==> src/stc_pkg.sv <==
// Shared constants and types of the sixteen-bit timer control block
package stc_pkg;

  // Bus and datapath widths
  localparam int ADDR_W = 6;
  localparam int DATA_W = 8;
  localparam int CNT_W  = 16;
  localparam int PRE_W  = 10;

  // Register offsets on the byte-wide register port
  localparam logic [5:0] ADR_CAP_LO  = 6'h24;
  localparam logic [5:0] ADR_CAP_HI  = 6'h25;
  localparam logic [5:0] ADR_CMPB_LO = 6'h28;
  localparam logic [5:0] ADR_CMPB_HI = 6'h29;
  localparam logic [5:0] ADR_CMPA_LO = 6'h2a;
  localparam logic [5:0] ADR_CMPA_HI = 6'h2b;
  localparam logic [5:0] ADR_CNT_LO  = 6'h2c;
  localparam logic [5:0] ADR_CNT_HI  = 6'h2d;
  localparam logic [5:0] ADR_CTRL_B  = 6'h2e;
  localparam logic [5:0] ADR_CTRL_A  = 6'h2f;

  // Field positions in timer_control_a
  localparam int CA_MODE_A_HI = 7;
  localparam int CA_MODE_A_LO = 6;
  localparam int CA_MODE_B_HI = 5;
  localparam int CA_MODE_B_LO = 4;
  localparam int CA_FORCE_A   = 3;
  localparam int CA_FORCE_B   = 2;
  localparam int CA_PWM_HI    = 1;
  localparam int CA_PWM_LO    = 0;

  // Field positions in timer_control_b
  localparam int CB_FILTER = 7;
  localparam int CB_EDGE   = 6;
  localparam int CB_CLEAR  = 3;
  localparam int CB_CS_HI  = 2;
  localparam int CB_CS_LO  = 0;

  // Writable bits; force bits and reserved bits are never stored
  localparam logic [7:0] CTRL_A_WMASK = 8'hf3;
  localparam logic [7:0] CTRL_B_WMASK = 8'hcf;

  // Reset values
  localparam logic [7:0]  BYTE_RST = 8'h00;
  localparam logic [15:0] CNT_RST  = 16'h0000;
  localparam logic [15:0] CNT_ONE  = 16'h0001;

  // Resolution tops in PWM
  localparam logic [15:0] TOP_8  = 16'h00ff;
  localparam logic [15:0] TOP_9  = 16'h01ff;
  localparam logic [15:0] TOP_10 = 16'h03ff;

  // Prescaler terminal masks
  localparam logic [9:0] DIV8_MASK    = 10'h007;
  localparam logic [9:0] DIV64_MASK   = 10'h03f;
  localparam logic [9:0] DIV256_MASK  = 10'h0ff;
  localparam logic [9:0] DIV1024_MASK = 10'h3ff;
  localparam logic [9:0] PRE_ONE      = 10'h001;

  // Samples that must agree with the capture filter on
  localparam int FILTER_SAMPLES = 4;

  // Compare-output action
  typedef enum logic [1:0] {
    OUT_OFF    = 2'b00,
    OUT_TOGGLE = 2'b01,
    OUT_CLEAR  = 2'b10,
    OUT_SET    = 2'b11
  } stc_out_mode_t;

  // PWM resolution select
  typedef enum logic [1:0] {
    PWM_NONE = 2'b00,
    PWM_8    = 2'b01,
    PWM_9    = 2'b10,
    PWM_10   = 2'b11
  } stc_pwm_t;

  // Counter clock select
  typedef enum logic [2:0] {
    CS_STOP     = 3'b000,
    CS_SYS      = 3'b001,
    CS_DIV8     = 3'b010,
    CS_DIV64    = 3'b011,
    CS_DIV256   = 3'b100,
    CS_DIV1024  = 3'b101,
    CS_EXT_FALL = 3'b110,
    CS_EXT_RISE = 3'b111
  } stc_clk_sel_t;

  // Counting direction in up/down PWM
  typedef enum logic [0:0] {
    DIR_UP   = 1'b0,
    DIR_DOWN = 1'b1
  } stc_dir_t;

endpackage

==> src/stc_timer.sv <==
// Design decision made here: the address-and-strobe port.
`timescale 1ns/1ns
`default_nettype none
module stc_timer (
  // Clock and reset
  input  wire logic                        CLK,
  input  wire logic                        SYS_RST,
  // Register port
  input  wire logic [stc_pkg::ADDR_W-1:0]  ADDR,
  input  wire logic [stc_pkg::DATA_W-1:0]  WDATA,
  input  wire logic                        WR_STB,
  input  wire logic                        RD_STB,
  output logic      [stc_pkg::DATA_W-1:0]  RDATA,
  // Timer input pins
  input  wire logic                        EXTERNAL_CLOCK_PIN,
  input  wire logic                        CAPTURE_INPUT_PIN,
  // Port direction bits of the compare pins
  input  wire logic                        COMPARE_A_DIR_OUT,
  input  wire logic                        COMPARE_B_DIR_OUT,
  // Compare output pins
  output logic                             COMPARE_A_PIN_O,
  output logic                             COMPARE_A_PIN_OE_N,
  output logic                             COMPARE_B_PIN_O,
  output logic                             COMPARE_B_PIN_OE_N
);
  import stc_pkg::*;

  // Register file state
  logic [DATA_W-1:0] ctrl_a_reg;     // timer_control_a, force bits not stored
  logic [DATA_W-1:0] ctrl_a_next;
  logic [DATA_W-1:0] ctrl_b_reg;     // timer_control_b
  logic [DATA_W-1:0] ctrl_b_next;
  logic [CNT_W-1:0]  cmpa_reg;       // compare_a_register
  logic [CNT_W-1:0]  cmpa_next;
  logic [CNT_W-1:0]  cmpb_reg;       // compare_b_register
  logic [CNT_W-1:0]  cmpb_next;
  logic [DATA_W-1:0] temp_reg;       // Shared holding byte
  logic [DATA_W-1:0] temp_next;
  logic [DATA_W-1:0] rdata_reg;      // Read data, valid the cycle after
  logic [DATA_W-1:0] rdata_next;

  // Counter state
  logic [CNT_W-1:0]  cnt_reg;        // counter_value
  logic [CNT_W-1:0]  cnt_next;
  logic [CNT_W-1:0]  cap_reg;        // capture_register
  logic [CNT_W-1:0]  cap_next;
  stc_dir_t          dir_reg;        // Up/down PWM direction
  stc_dir_t          dir_next;
  logic              block_reg;      // Suppress matches after a preset
  logic              block_next;

  // Decoded controls and events
  stc_pwm_t          pwm;            // PWM resolution
  logic              pwm_on;         // Any PWM mode
  logic              clear_bit;      // clear_on_compare
  logic [CNT_W-1:0]  top;            // Resolution top in PWM
  logic              tick;           // Counter advance
  logic              cap_trig;       // Capture event
  logic              wr_ctrl_a;      // Write to timer_control_a
  logic              cnt_load;       // Low-byte counter write
  logic              ovf;            // Wrap in PWM up-count style
  logic [1:0]        mode [2];       // Per-channel output mode
  logic [CNT_W-1:0]  cmp [2];        // Per-channel compare value
  logic [1:0]        force_hit;      // Forced match per channel
  logic [1:0]        match;          // Real match per channel
  logic [1:0]        dir_out;        // Port direction per channel
  logic [1:0]        pin_reg;        // Compare pin levels
  logic [1:0]        oe_n_reg;       // Compare pin enables, low drives

  // Counter clock enable from the clock select field
  stc_tick_gen u_tick (
    .clk     (CLK),
    .rst     (SYS_RST),
    .clk_sel (ctrl_b_reg[CB_CS_HI:CB_CS_LO]),
    .ext_pin (EXTERNAL_CLOCK_PIN),
    .tick    (tick)
  );

  // Capture edge detector
  stc_cap_detect u_cap (
    .clk       (CLK),
    .rst       (SYS_RST),
    .filter_en (ctrl_b_reg[CB_FILTER]),
    .edge_rise (ctrl_b_reg[CB_EDGE]),
    .cap_pin   (CAPTURE_INPUT_PIN),
    .trig      (cap_trig)
  );

  // Decode mode fields and match conditions
  always_comb begin
    pwm       = stc_pwm_t'(ctrl_a_reg[CA_PWM_HI:CA_PWM_LO]);
    pwm_on    = (pwm != PWM_NONE);
    clear_bit = ctrl_b_reg[CB_CLEAR];
    // Resolution top per PWM select
    case (pwm)
      PWM_8:   top = TOP_8;
      PWM_9:   top = TOP_9;
      PWM_10:  top = TOP_10;
      default: top = '1;
    endcase
    wr_ctrl_a = WR_STB && (ADDR == ADR_CTRL_A);
    cnt_load  = WR_STB && (ADDR == ADR_CNT_LO);
    mode[0]   = ctrl_a_reg[CA_MODE_A_HI:CA_MODE_A_LO];
    mode[1]   = ctrl_a_reg[CA_MODE_B_HI:CA_MODE_B_LO];
    cmp[0]    = pwm_on ? (cmpa_reg & top) : cmpa_reg;
    cmp[1]    = pwm_on ? (cmpb_reg & top) : cmpb_reg;
    dir_out   = {COMPARE_B_DIR_OUT, COMPARE_A_DIR_OUT};
    // Forced matches act only outside PWM
    force_hit[0] = wr_ctrl_a && WDATA[CA_FORCE_A] && !pwm_on;
    force_hit[1] = wr_ctrl_a && WDATA[CA_FORCE_B] && !pwm_on;
    // A preset blocks matches for one timer cycle
    match[0]  = tick && !block_reg && (cnt_reg == cmp[0]);
    match[1]  = tick && !block_reg && (cnt_reg == cmp[1]);
    ovf       = tick && pwm_on && clear_bit && (cnt_reg >= top);
  end

  // Register port: writes, holding byte and read data
  always_comb begin
    ctrl_a_next = ctrl_a_reg;
    ctrl_b_next = ctrl_b_reg;
    cmpa_next   = cmpa_reg;
    cmpb_next   = cmpb_reg;
    temp_next   = temp_reg;
    rdata_next  = BYTE_RST;
    if (WR_STB) begin
      case (ADDR)
        // Force bits pulse only; they are not stored
        ADR_CTRL_A:  ctrl_a_next = WDATA & CTRL_A_WMASK;
        // Reserved bits never stored
        ADR_CTRL_B:  ctrl_b_next = WDATA & CTRL_B_WMASK;
        // High bytes park in the holding byte
        ADR_CNT_HI:  temp_next = WDATA;
        ADR_CMPA_HI: temp_next = WDATA;
        ADR_CMPB_HI: temp_next = WDATA;
        // Low bytes complete the 16-bit load
        ADR_CMPA_LO: cmpa_next = {temp_reg, WDATA};
        ADR_CMPB_LO: cmpb_next = {temp_reg, WDATA};
        default:     ctrl_a_next = ctrl_a_reg;
      endcase
    end else if (RD_STB) begin
      case (ADDR)
        ADR_CTRL_A:  rdata_next = ctrl_a_reg;
        ADR_CTRL_B:  rdata_next = ctrl_b_reg;
        ADR_CMPA_LO: rdata_next = cmpa_reg[7:0];
        ADR_CMPA_HI: rdata_next = cmpa_reg[15:8];
        ADR_CMPB_LO: rdata_next = cmpb_reg[7:0];
        ADR_CMPB_HI: rdata_next = cmpb_reg[15:8];
        // Low read snapshots the high byte
        ADR_CNT_LO: begin
          rdata_next = cnt_reg[7:0];
          temp_next  = cnt_reg[15:8];
        end
        ADR_CNT_HI:  rdata_next = temp_reg;
        ADR_CAP_LO: begin
          rdata_next = cap_reg[7:0];
          temp_next  = cap_reg[15:8];
        end
        ADR_CAP_HI:  rdata_next = temp_reg;
        // Unmapped reads return zero
        default:     rdata_next = BYTE_RST;
      endcase
    end
  end

  // Register the register file
  always_ff @(posedge CLK) begin
    if (SYS_RST) begin
      ctrl_a_reg <= BYTE_RST;
      ctrl_b_reg <= BYTE_RST;
      cmpa_reg   <= CNT_RST;
      cmpb_reg   <= CNT_RST;
      temp_reg   <= BYTE_RST;
      rdata_reg  <= BYTE_RST;
    end else begin
      ctrl_a_reg <= ctrl_a_next;
      ctrl_b_reg <= ctrl_b_next;
      cmpa_reg   <= cmpa_next;
      cmpb_reg   <= cmpb_next;
      temp_reg   <= temp_next;
      rdata_reg  <= rdata_next;
    end
  end

  // Counter, direction, match blocking and capture
  always_comb begin
    cnt_next   = cnt_reg;
    dir_next   = dir_reg;
    block_next = block_reg;
    cap_next   = cap_reg;
    if (cap_trig) begin
      cap_next = cnt_reg;
    end
    if (cnt_load) begin
      // Preset wins over a tick; counting resumes next tick
      cnt_next   = {temp_reg, WDATA};
      block_next = 1'b1;
    end else if (tick) begin
      block_next = 1'b0;
      if (!pwm_on) begin
        // Only a real A match clears; forced ones never do
        if (clear_bit && match[0]) begin
          cnt_next = CNT_RST;
        end else begin
          cnt_next = cnt_reg + CNT_ONE;
        end
      end else if (clear_bit) begin
        // Up-count wrapping at top
        if (cnt_reg >= top) begin
          cnt_next = CNT_RST;
        end else begin
          cnt_next = (cnt_reg + CNT_ONE) & top;
        end
      end else begin
        // Up/down between zero and top
        case (dir_reg)
          DIR_UP: begin
            if (cnt_reg >= top) begin
              dir_next = DIR_DOWN;
              cnt_next = (cnt_reg - CNT_ONE) & top;
            end else begin
              cnt_next = cnt_reg + CNT_ONE;
            end
          end
          DIR_DOWN: begin
            if (cnt_reg == CNT_RST) begin
              dir_next = DIR_UP;
              cnt_next = CNT_ONE;
            end else begin
              cnt_next = cnt_reg - CNT_ONE;
            end
          end
          default: dir_next = DIR_UP;
        endcase
      end
    end
  end

  // Register the counter group
  always_ff @(posedge CLK) begin
    if (SYS_RST) begin
      cnt_reg   <= CNT_RST;
      dir_reg   <= DIR_UP;
      block_reg <= 1'b0;
      cap_reg   <= CNT_RST;
    end else begin
      cnt_reg   <= cnt_next;
      dir_reg   <= dir_next;
      block_reg <= block_next;
      cap_reg   <= cap_next;
    end
  end

  // Compare output pin logic, one copy per channel
  genvar ch;
  generate
    for (ch = 0; ch < 2; ch++) begin : g_chan
      logic pin_next;
      logic oe_n_next;
      logic connected;

      // Work out pin level and drive enable
      always_comb begin
        pin_next  = pin_reg[ch];
        connected = pwm_on ? mode[ch][1] : (mode[ch] != OUT_OFF);
        // Drive only when the port bit selects output
        oe_n_next = !(dir_out[ch] && connected);
        if (!pwm_on) begin
          // Mode register is the old value on a combined write
          if (match[ch] || force_hit[ch]) begin
            case (stc_out_mode_t'(mode[ch]))
              OUT_TOGGLE: pin_next = ~pin_reg[ch];
              OUT_CLEAR:  pin_next = 1'b0;
              OUT_SET:    pin_next = 1'b1;
              default:    pin_next = pin_reg[ch];
            endcase
          end
        end else if (!clear_bit) begin
          // Up/down: level depends on direction at the match
          if (match[ch]) begin
            case (stc_out_mode_t'(mode[ch]))
              OUT_CLEAR: pin_next = (dir_reg == DIR_DOWN);
              OUT_SET:   pin_next = (dir_reg == DIR_UP);
              default:   pin_next = pin_reg[ch];
            endcase
          end
        end else begin
          // Wrapping: match and wrap act oppositely
          case (stc_out_mode_t'(mode[ch]))
            OUT_CLEAR: begin
              if (match[ch]) begin
                pin_next = 1'b0;
              end else if (ovf) begin
                pin_next = 1'b1;
              end
            end
            OUT_SET: begin
              if (match[ch]) begin
                pin_next = 1'b1;
              end else if (ovf) begin
                pin_next = 1'b0;
              end
            end
            default: pin_next = pin_reg[ch];
          endcase
        end
      end

      // Register pin level and enable
      always_ff @(posedge CLK) begin
        if (SYS_RST) begin
          pin_reg[ch]  <= 1'b0;
          oe_n_reg[ch] <= 1'b1;
        end else begin
          pin_reg[ch]  <= pin_next;
          oe_n_reg[ch] <= oe_n_next;
        end
      end
    end
  endgenerate

  // Outputs straight from flip-flops
  assign RDATA              = rdata_reg;
  assign COMPARE_A_PIN_O    = pin_reg[0];
  assign COMPARE_A_PIN_OE_N = oe_n_reg[0];
  assign COMPARE_B_PIN_O    = pin_reg[1];
  assign COMPARE_B_PIN_OE_N = oe_n_reg[1];

endmodule
`default_nettype wire

==> src/stc_tick_gen.sv <==
`timescale 1ns/1ns
`default_nettype none
// Prescaler and external-edge counter clock enable
module stc_tick_gen (
  // Clock and reset
  input  wire logic                clk,
  input  wire logic                rst,
  // Selection and external clock pin
  input  wire logic [2:0]          clk_sel,
  input  wire logic                ext_pin,
  // One-cycle counter advance
  output logic                     tick
);
  import stc_pkg::*;

  logic [PRE_W-1:0] pre_reg;      // Free-running prescaler
  logic [PRE_W-1:0] pre_next;
  logic             ext_prev_reg; // Previous external pin sample
  logic             tick_reg;     // Registered advance pulse
  logic             tick_next;

  // Select the advance condition
  always_comb begin
    pre_next  = pre_reg + PRE_ONE;
    tick_next = 1'b0;
    case (stc_clk_sel_t'(clk_sel))
      CS_STOP:     tick_next = 1'b0;
      CS_SYS:      tick_next = 1'b1;
      CS_DIV8:     tick_next = ((pre_reg & DIV8_MASK) == DIV8_MASK);
      CS_DIV64:    tick_next = ((pre_reg & DIV64_MASK) == DIV64_MASK);
      CS_DIV256:   tick_next = ((pre_reg & DIV256_MASK) == DIV256_MASK);
      CS_DIV1024:  tick_next = ((pre_reg & DIV1024_MASK) == DIV1024_MASK);
      // Pin edges count whatever the pin direction
      CS_EXT_FALL: tick_next = ext_prev_reg & ~ext_pin;
      CS_EXT_RISE: tick_next = ~ext_prev_reg & ext_pin;
      default:     tick_next = 1'b0;
    endcase
  end

  // Register prescaler, pin sample and pulse
  always_ff @(posedge clk) begin
    if (rst) begin
      pre_reg      <= '0;
      ext_prev_reg <= 1'b0;
      tick_reg     <= 1'b0;
    end else begin
      pre_reg      <= pre_next;
      ext_prev_reg <= ext_pin;
      tick_reg     <= tick_next;
    end
  end

  assign tick = tick_reg;

endmodule
`default_nettype wire

==> src/stc_cap_detect.sv <==
`timescale 1ns/1ns
`default_nettype none
// Capture input edge detector with optional four-sample filter
module stc_cap_detect (
  // Clock and reset
  input  wire logic clk,
  input  wire logic rst,
  // Configuration and pin
  input  wire logic filter_en,
  input  wire logic edge_rise,
  input  wire logic cap_pin,
  // One-cycle capture trigger
  output logic      trig
);
  import stc_pkg::*;

  logic [FILTER_SAMPLES-2:0] hist_reg;  // Older samples, bit 0 newest
  logic [FILTER_SAMPLES-2:0] hist_next;
  logic                      lvl_reg;   // Filtered level
  logic                      lvl_next;
  logic                      trig_reg;
  logic                      trig_next;
  logic [FILTER_SAMPLES-1:0] win;       // Newest four samples

  // Detect the chosen edge
  always_comb begin
    win       = {hist_reg, cap_pin};
    hist_next = win[FILTER_SAMPLES-2:0];
    lvl_next  = lvl_reg;
    if (win == '1) begin
      lvl_next = 1'b1;
    end else if (win == '0) begin
      lvl_next = 1'b0;
    end
    if (filter_en) begin
      // Four agreeing samples at the target level
      trig_next = (lvl_reg != edge_rise) && (lvl_next == edge_rise);
    end else begin
      // First sampled edge of the chosen polarity
      trig_next = (cap_pin == edge_rise) && (hist_reg[0] != edge_rise);
    end
  end

  // Register history and trigger
  always_ff @(posedge clk) begin
    if (rst) begin
      hist_reg <= '0;
      lvl_reg  <= 1'b0;
      trig_reg <= 1'b0;
    end else begin
      hist_reg <= hist_next;
      lvl_reg  <= lvl_next;
      trig_reg <= trig_next;
    end
  end

  assign trig = trig_reg;

endmodule
`default_nettype wire

==> config.mk <==
export PLATFORM = sky130hd
export DESIGN_NAME = stc_timer
export DESIGN_NICKNAME = d
export VERILOG_FILES = /design/src/stc_pkg.sv /design/src/stc_timer.sv /design/src/stc_tick_gen.sv /design/src/stc_cap_detect.sv
export SDC_FILE = /design/constraint.sdc
export NUM_CORES = 1
export LEC_CHECK = 0
export BUFFER_PORTS_ARGS = -buffer_cell sky130_fd_sc_hd__buf_4
export CAP_MARGIN = 20
export CORE_ASPECT_RATIO = 1.25
export CORE_MARGIN = 8
export CORE_UTILIZATION = 60
export CTS_BUF_LIST = sky130_fd_sc_hd__clkbuf_16
export DETAILED_ROUTE_END_ITERATION = 16
export PLACE_DENSITY = 0.9
export REMOVE_ABC_BUFFERS = 1
export SLEW_MARGIN = 20
export SYNTH_ARGS = -nofsm -noshare
export SYNTH_HDL_FRONTEND = slang
export SYNTH_SLANG_ARGS = --single-unit
==> constraint.sdc <==
create_clock -name CLK -period 4.9 [get_ports CLK]
set_input_delay 0.49 -clock CLK [delete_from_list [all_inputs] [get_ports CLK]]
set_output_delay 0.49 -clock CLK [all_outputs]
set_load 0.05 [all_outputs]
==> out/qor.txt <==
Yosys warns = 0
Final clock skew = 0.00947 ns
Pin count of the biggest net entering global routing = 70
Worst hold path type = in -> reg
Syn Inst Count = 876
Ys async rst share = 0%
Most area-consuming cells after synthesis = dfxtp_1, nand2_1, mux2i_1
CTS Buf Count = 17
Die Span X = 112 um
Post-CTS sizing = 0
Final period util = 72.1%
CTS tree = built
Final instance area = 7700 sq um
Antenna Nets Post-Route = 0
Clock sinks = 115
Slew headroom = 32.8%
Critical Path End Type = flip-flop
CTS H-tree lvls = 4
DP Wirelength = 14,500 um
WS Path Type = reg -> reg
Avg Inst Size Synth = 7.87 sq um
Setup_tns = 0 ns
Setup-failing EPs final = 0
Adder-cell share of the synthesized area = 3.08%
Simple-gate portion of the synthesized area = 26.3%
Most common cell in the synthesized netlist = nand2_1
Vias in the first global route = 6,691
Post-synthesis register bit count = 115
Post-Place Cell Area = 7130 sq um
Die height = 136 um
Die Footprint = 15,200 sq um
Avg WL per Cell = 21.5 um
CTS Hold Buffers Added = 0
Synth top area share = 33.4%
Hold Violations, Final = 0
Mux cell area share after synthesis = 5.81%
Starting density of the core = 60.5%
Total number of vias = 7,121
Post-CTS Setup Bufs = 0
Drt drc = 0
Synth Flop Type = dfxtp_1
CTS max path bufs = 2
Max VDD drop = 0.000257 V
Leakage = 2.73 nW
# rows = 44
Largest family of logic cells by synthesized area = simple AND/OR/NAND/NOR gates
Routability Congestion = 0.994
Pins Over Slew Limit = 0
XOR/XNOR Fraction of Synth Area = 5.97%
Seq. cell area = 2300 sq um
Crit-path max FO = 28
Share of layout cells above drive strength 1 = 10.7%
Synth Area in Compound Gates = 20.6%
CTS Root Cell = clkbuf_16
CP Launch Type = flip-flop
Grt total ovfl = 0
IO Port Bufs = 33
CORE AREA = 11,400 sq um
Post-synth EDFFs = 0
Max-Cap Viols = 0
Iteration-0 DRC Markers = 970
Initial antenna violation count = 0
Worst skew pair latency = 0.42 ns
Global-route wire length before repair = 34,700 um
Worst slew pin tran = 1.01 ns
Power, Total = 2.33 mW
Status = finished clean
Achievable frequency = 0.283 GHz
GRT Util Overall = 28.8%
Worst-path clk slew = 0.06 ns
Cells after DPL = 994
Overall routed net length = 22,000 um
Fillcell total = 894
Final #Nets = 914
Vias/cell = 6.94
Area leader, netlist = dfxtp_1
Layout area overhead = 11.7%
Synth unique cells = 72
Multi-input gate area = 4270 sq um
RSZ-0062 raised after global routing = no
Mapped Area = 6900 sq um
Drt pass-1 iters = 7
Num ports = 34
Sequential area share after synthesis = 33.4%
Worst endpoint required time = 5.17 ns
Fin cells = 1,026
Most frequent cells after synthesis = nand2_1, dfxtp_1, nor2_1, a21oi_1, nand3_1
P per Cell Area = 302 nW/um^2
CP arrival = 3.80 ns
ANT cells = 0
Crit path time final = 3.53 ns
## worst max-delay path: stages (launching register included)
cell and delay [ns]:
dfxtp_1 0.32, inv_1 0.13, ha_1 0.16, buf_4 0.29
clkinv_1 0.41, ha_1 0.44, a21oi_1 0.06, o21ai_0 0.30
nor3b_1 0.10, a211oi_1 0.66, nor2_2 0.15, a32oi_1 0.24
a211oi_1 0.10
## power by group
| part | switching (mW) | leakage, nW | total, mW | internal, mW |
|---|---|---|---|---|
| registers | 0.0280 | 0.929 | 0.974 | 0.946 |
| logic | 0.108 | 1.54 | 0.177 | 0.0689 |
| clock network | 0.478 | 0.267 | 1.18 | 0.698 |
| total | 0.614 | 2.73 | 2.33 | 1.71 |
## routing by layer
layer  wire (um)  track usage, %  part of all wire, %  vias up
met2       10100            46.1                   46      493
met1        8020            32.9                   36     3312
met4        1450            21.6                  6.6        0
met3        2460            7.20                   11      136
li1            -               -                    -     3180
met5           0               0                    0        -
## final cells by class
| type | instances | share of cell area, % |
|---|---|---|
| multi-input cells | 679 | 55.5 |
| flip-flops and latches | 115 | 29.9 |
| clock buffers | 17 | 5.52 |
| repair buffers | 43 | 4.19 |
| well taps | 138 | 2.24 |
| clock inverters | 15 | 1.75 |
| inverters | 19 | 0.926 |
## path summary, 6_finish.rpt
kind                          start  slack [ns]                 end  cells past startpoint
hold / removal    COMPARE_A_DIR_OUT        0.24  COMPARE_A_PIN_OE_N                      2
hold reg to reg   u_tick.pre_reg[0]        0.46   u_tick.pre_reg[0]                      1
setup reg to reg      ctrl_a_reg[1]        1.37          cnt_reg[8]                     12
setup / recovery      ctrl_a_reg[1]        1.37          cnt_reg[8]                     12
## cells in the final DEF (no fill, tap or decap), drive strengths merged, types with 7 or more instances in the layout
master	n
o211ai	7
nand2	124
ha	17
xnor2	35
a211oi	13
nand3	54
nor4	10
dfxtp	115
o21ai	37
a221oi	8
a31oi	20
clkinv	8
nor3b	8
nor2	75
buf	43
inv	21
a21oi	63
o221ai	7
mux2i	40
and3	16
nor2b	14
xor2	12
clkbuf	17
nand2b	13
or3	8
a222oi	16
nor3	19
## metrics by stage
| step | hold slack (ns) | utilization (%) | setup WS, ns |
|---|---|---|---|
| 2_1_floorplan | 0.425 | - | 1.55 |
| 3_3_place_gp | 0.441 | 62.6 | 1.53 |
| 3_5_place_dp | 0.448 | 62.6 | 1.47 |
| 4_1_cts | 0.242 | 67.5 | 1.43 |
| 5_1_grt | 0.256 | 67.6 | 1.08 |
| 6_report | 0.240 | 67.6 | 1.37 |
## logic make-up (layout without fill, tap and decap cells)
kind of cell | count (synthesis) | after routing
simple gates | 366 | 366
compound gates | 209 | 209
flops | 115 | 115
buf+inv | 82 | 94
xor+xnor | 47 | 47
mux | 40 | 40
fa+ha+maj | 17 | 17
No activity file was read; power rests on OpenSTA's default activity.
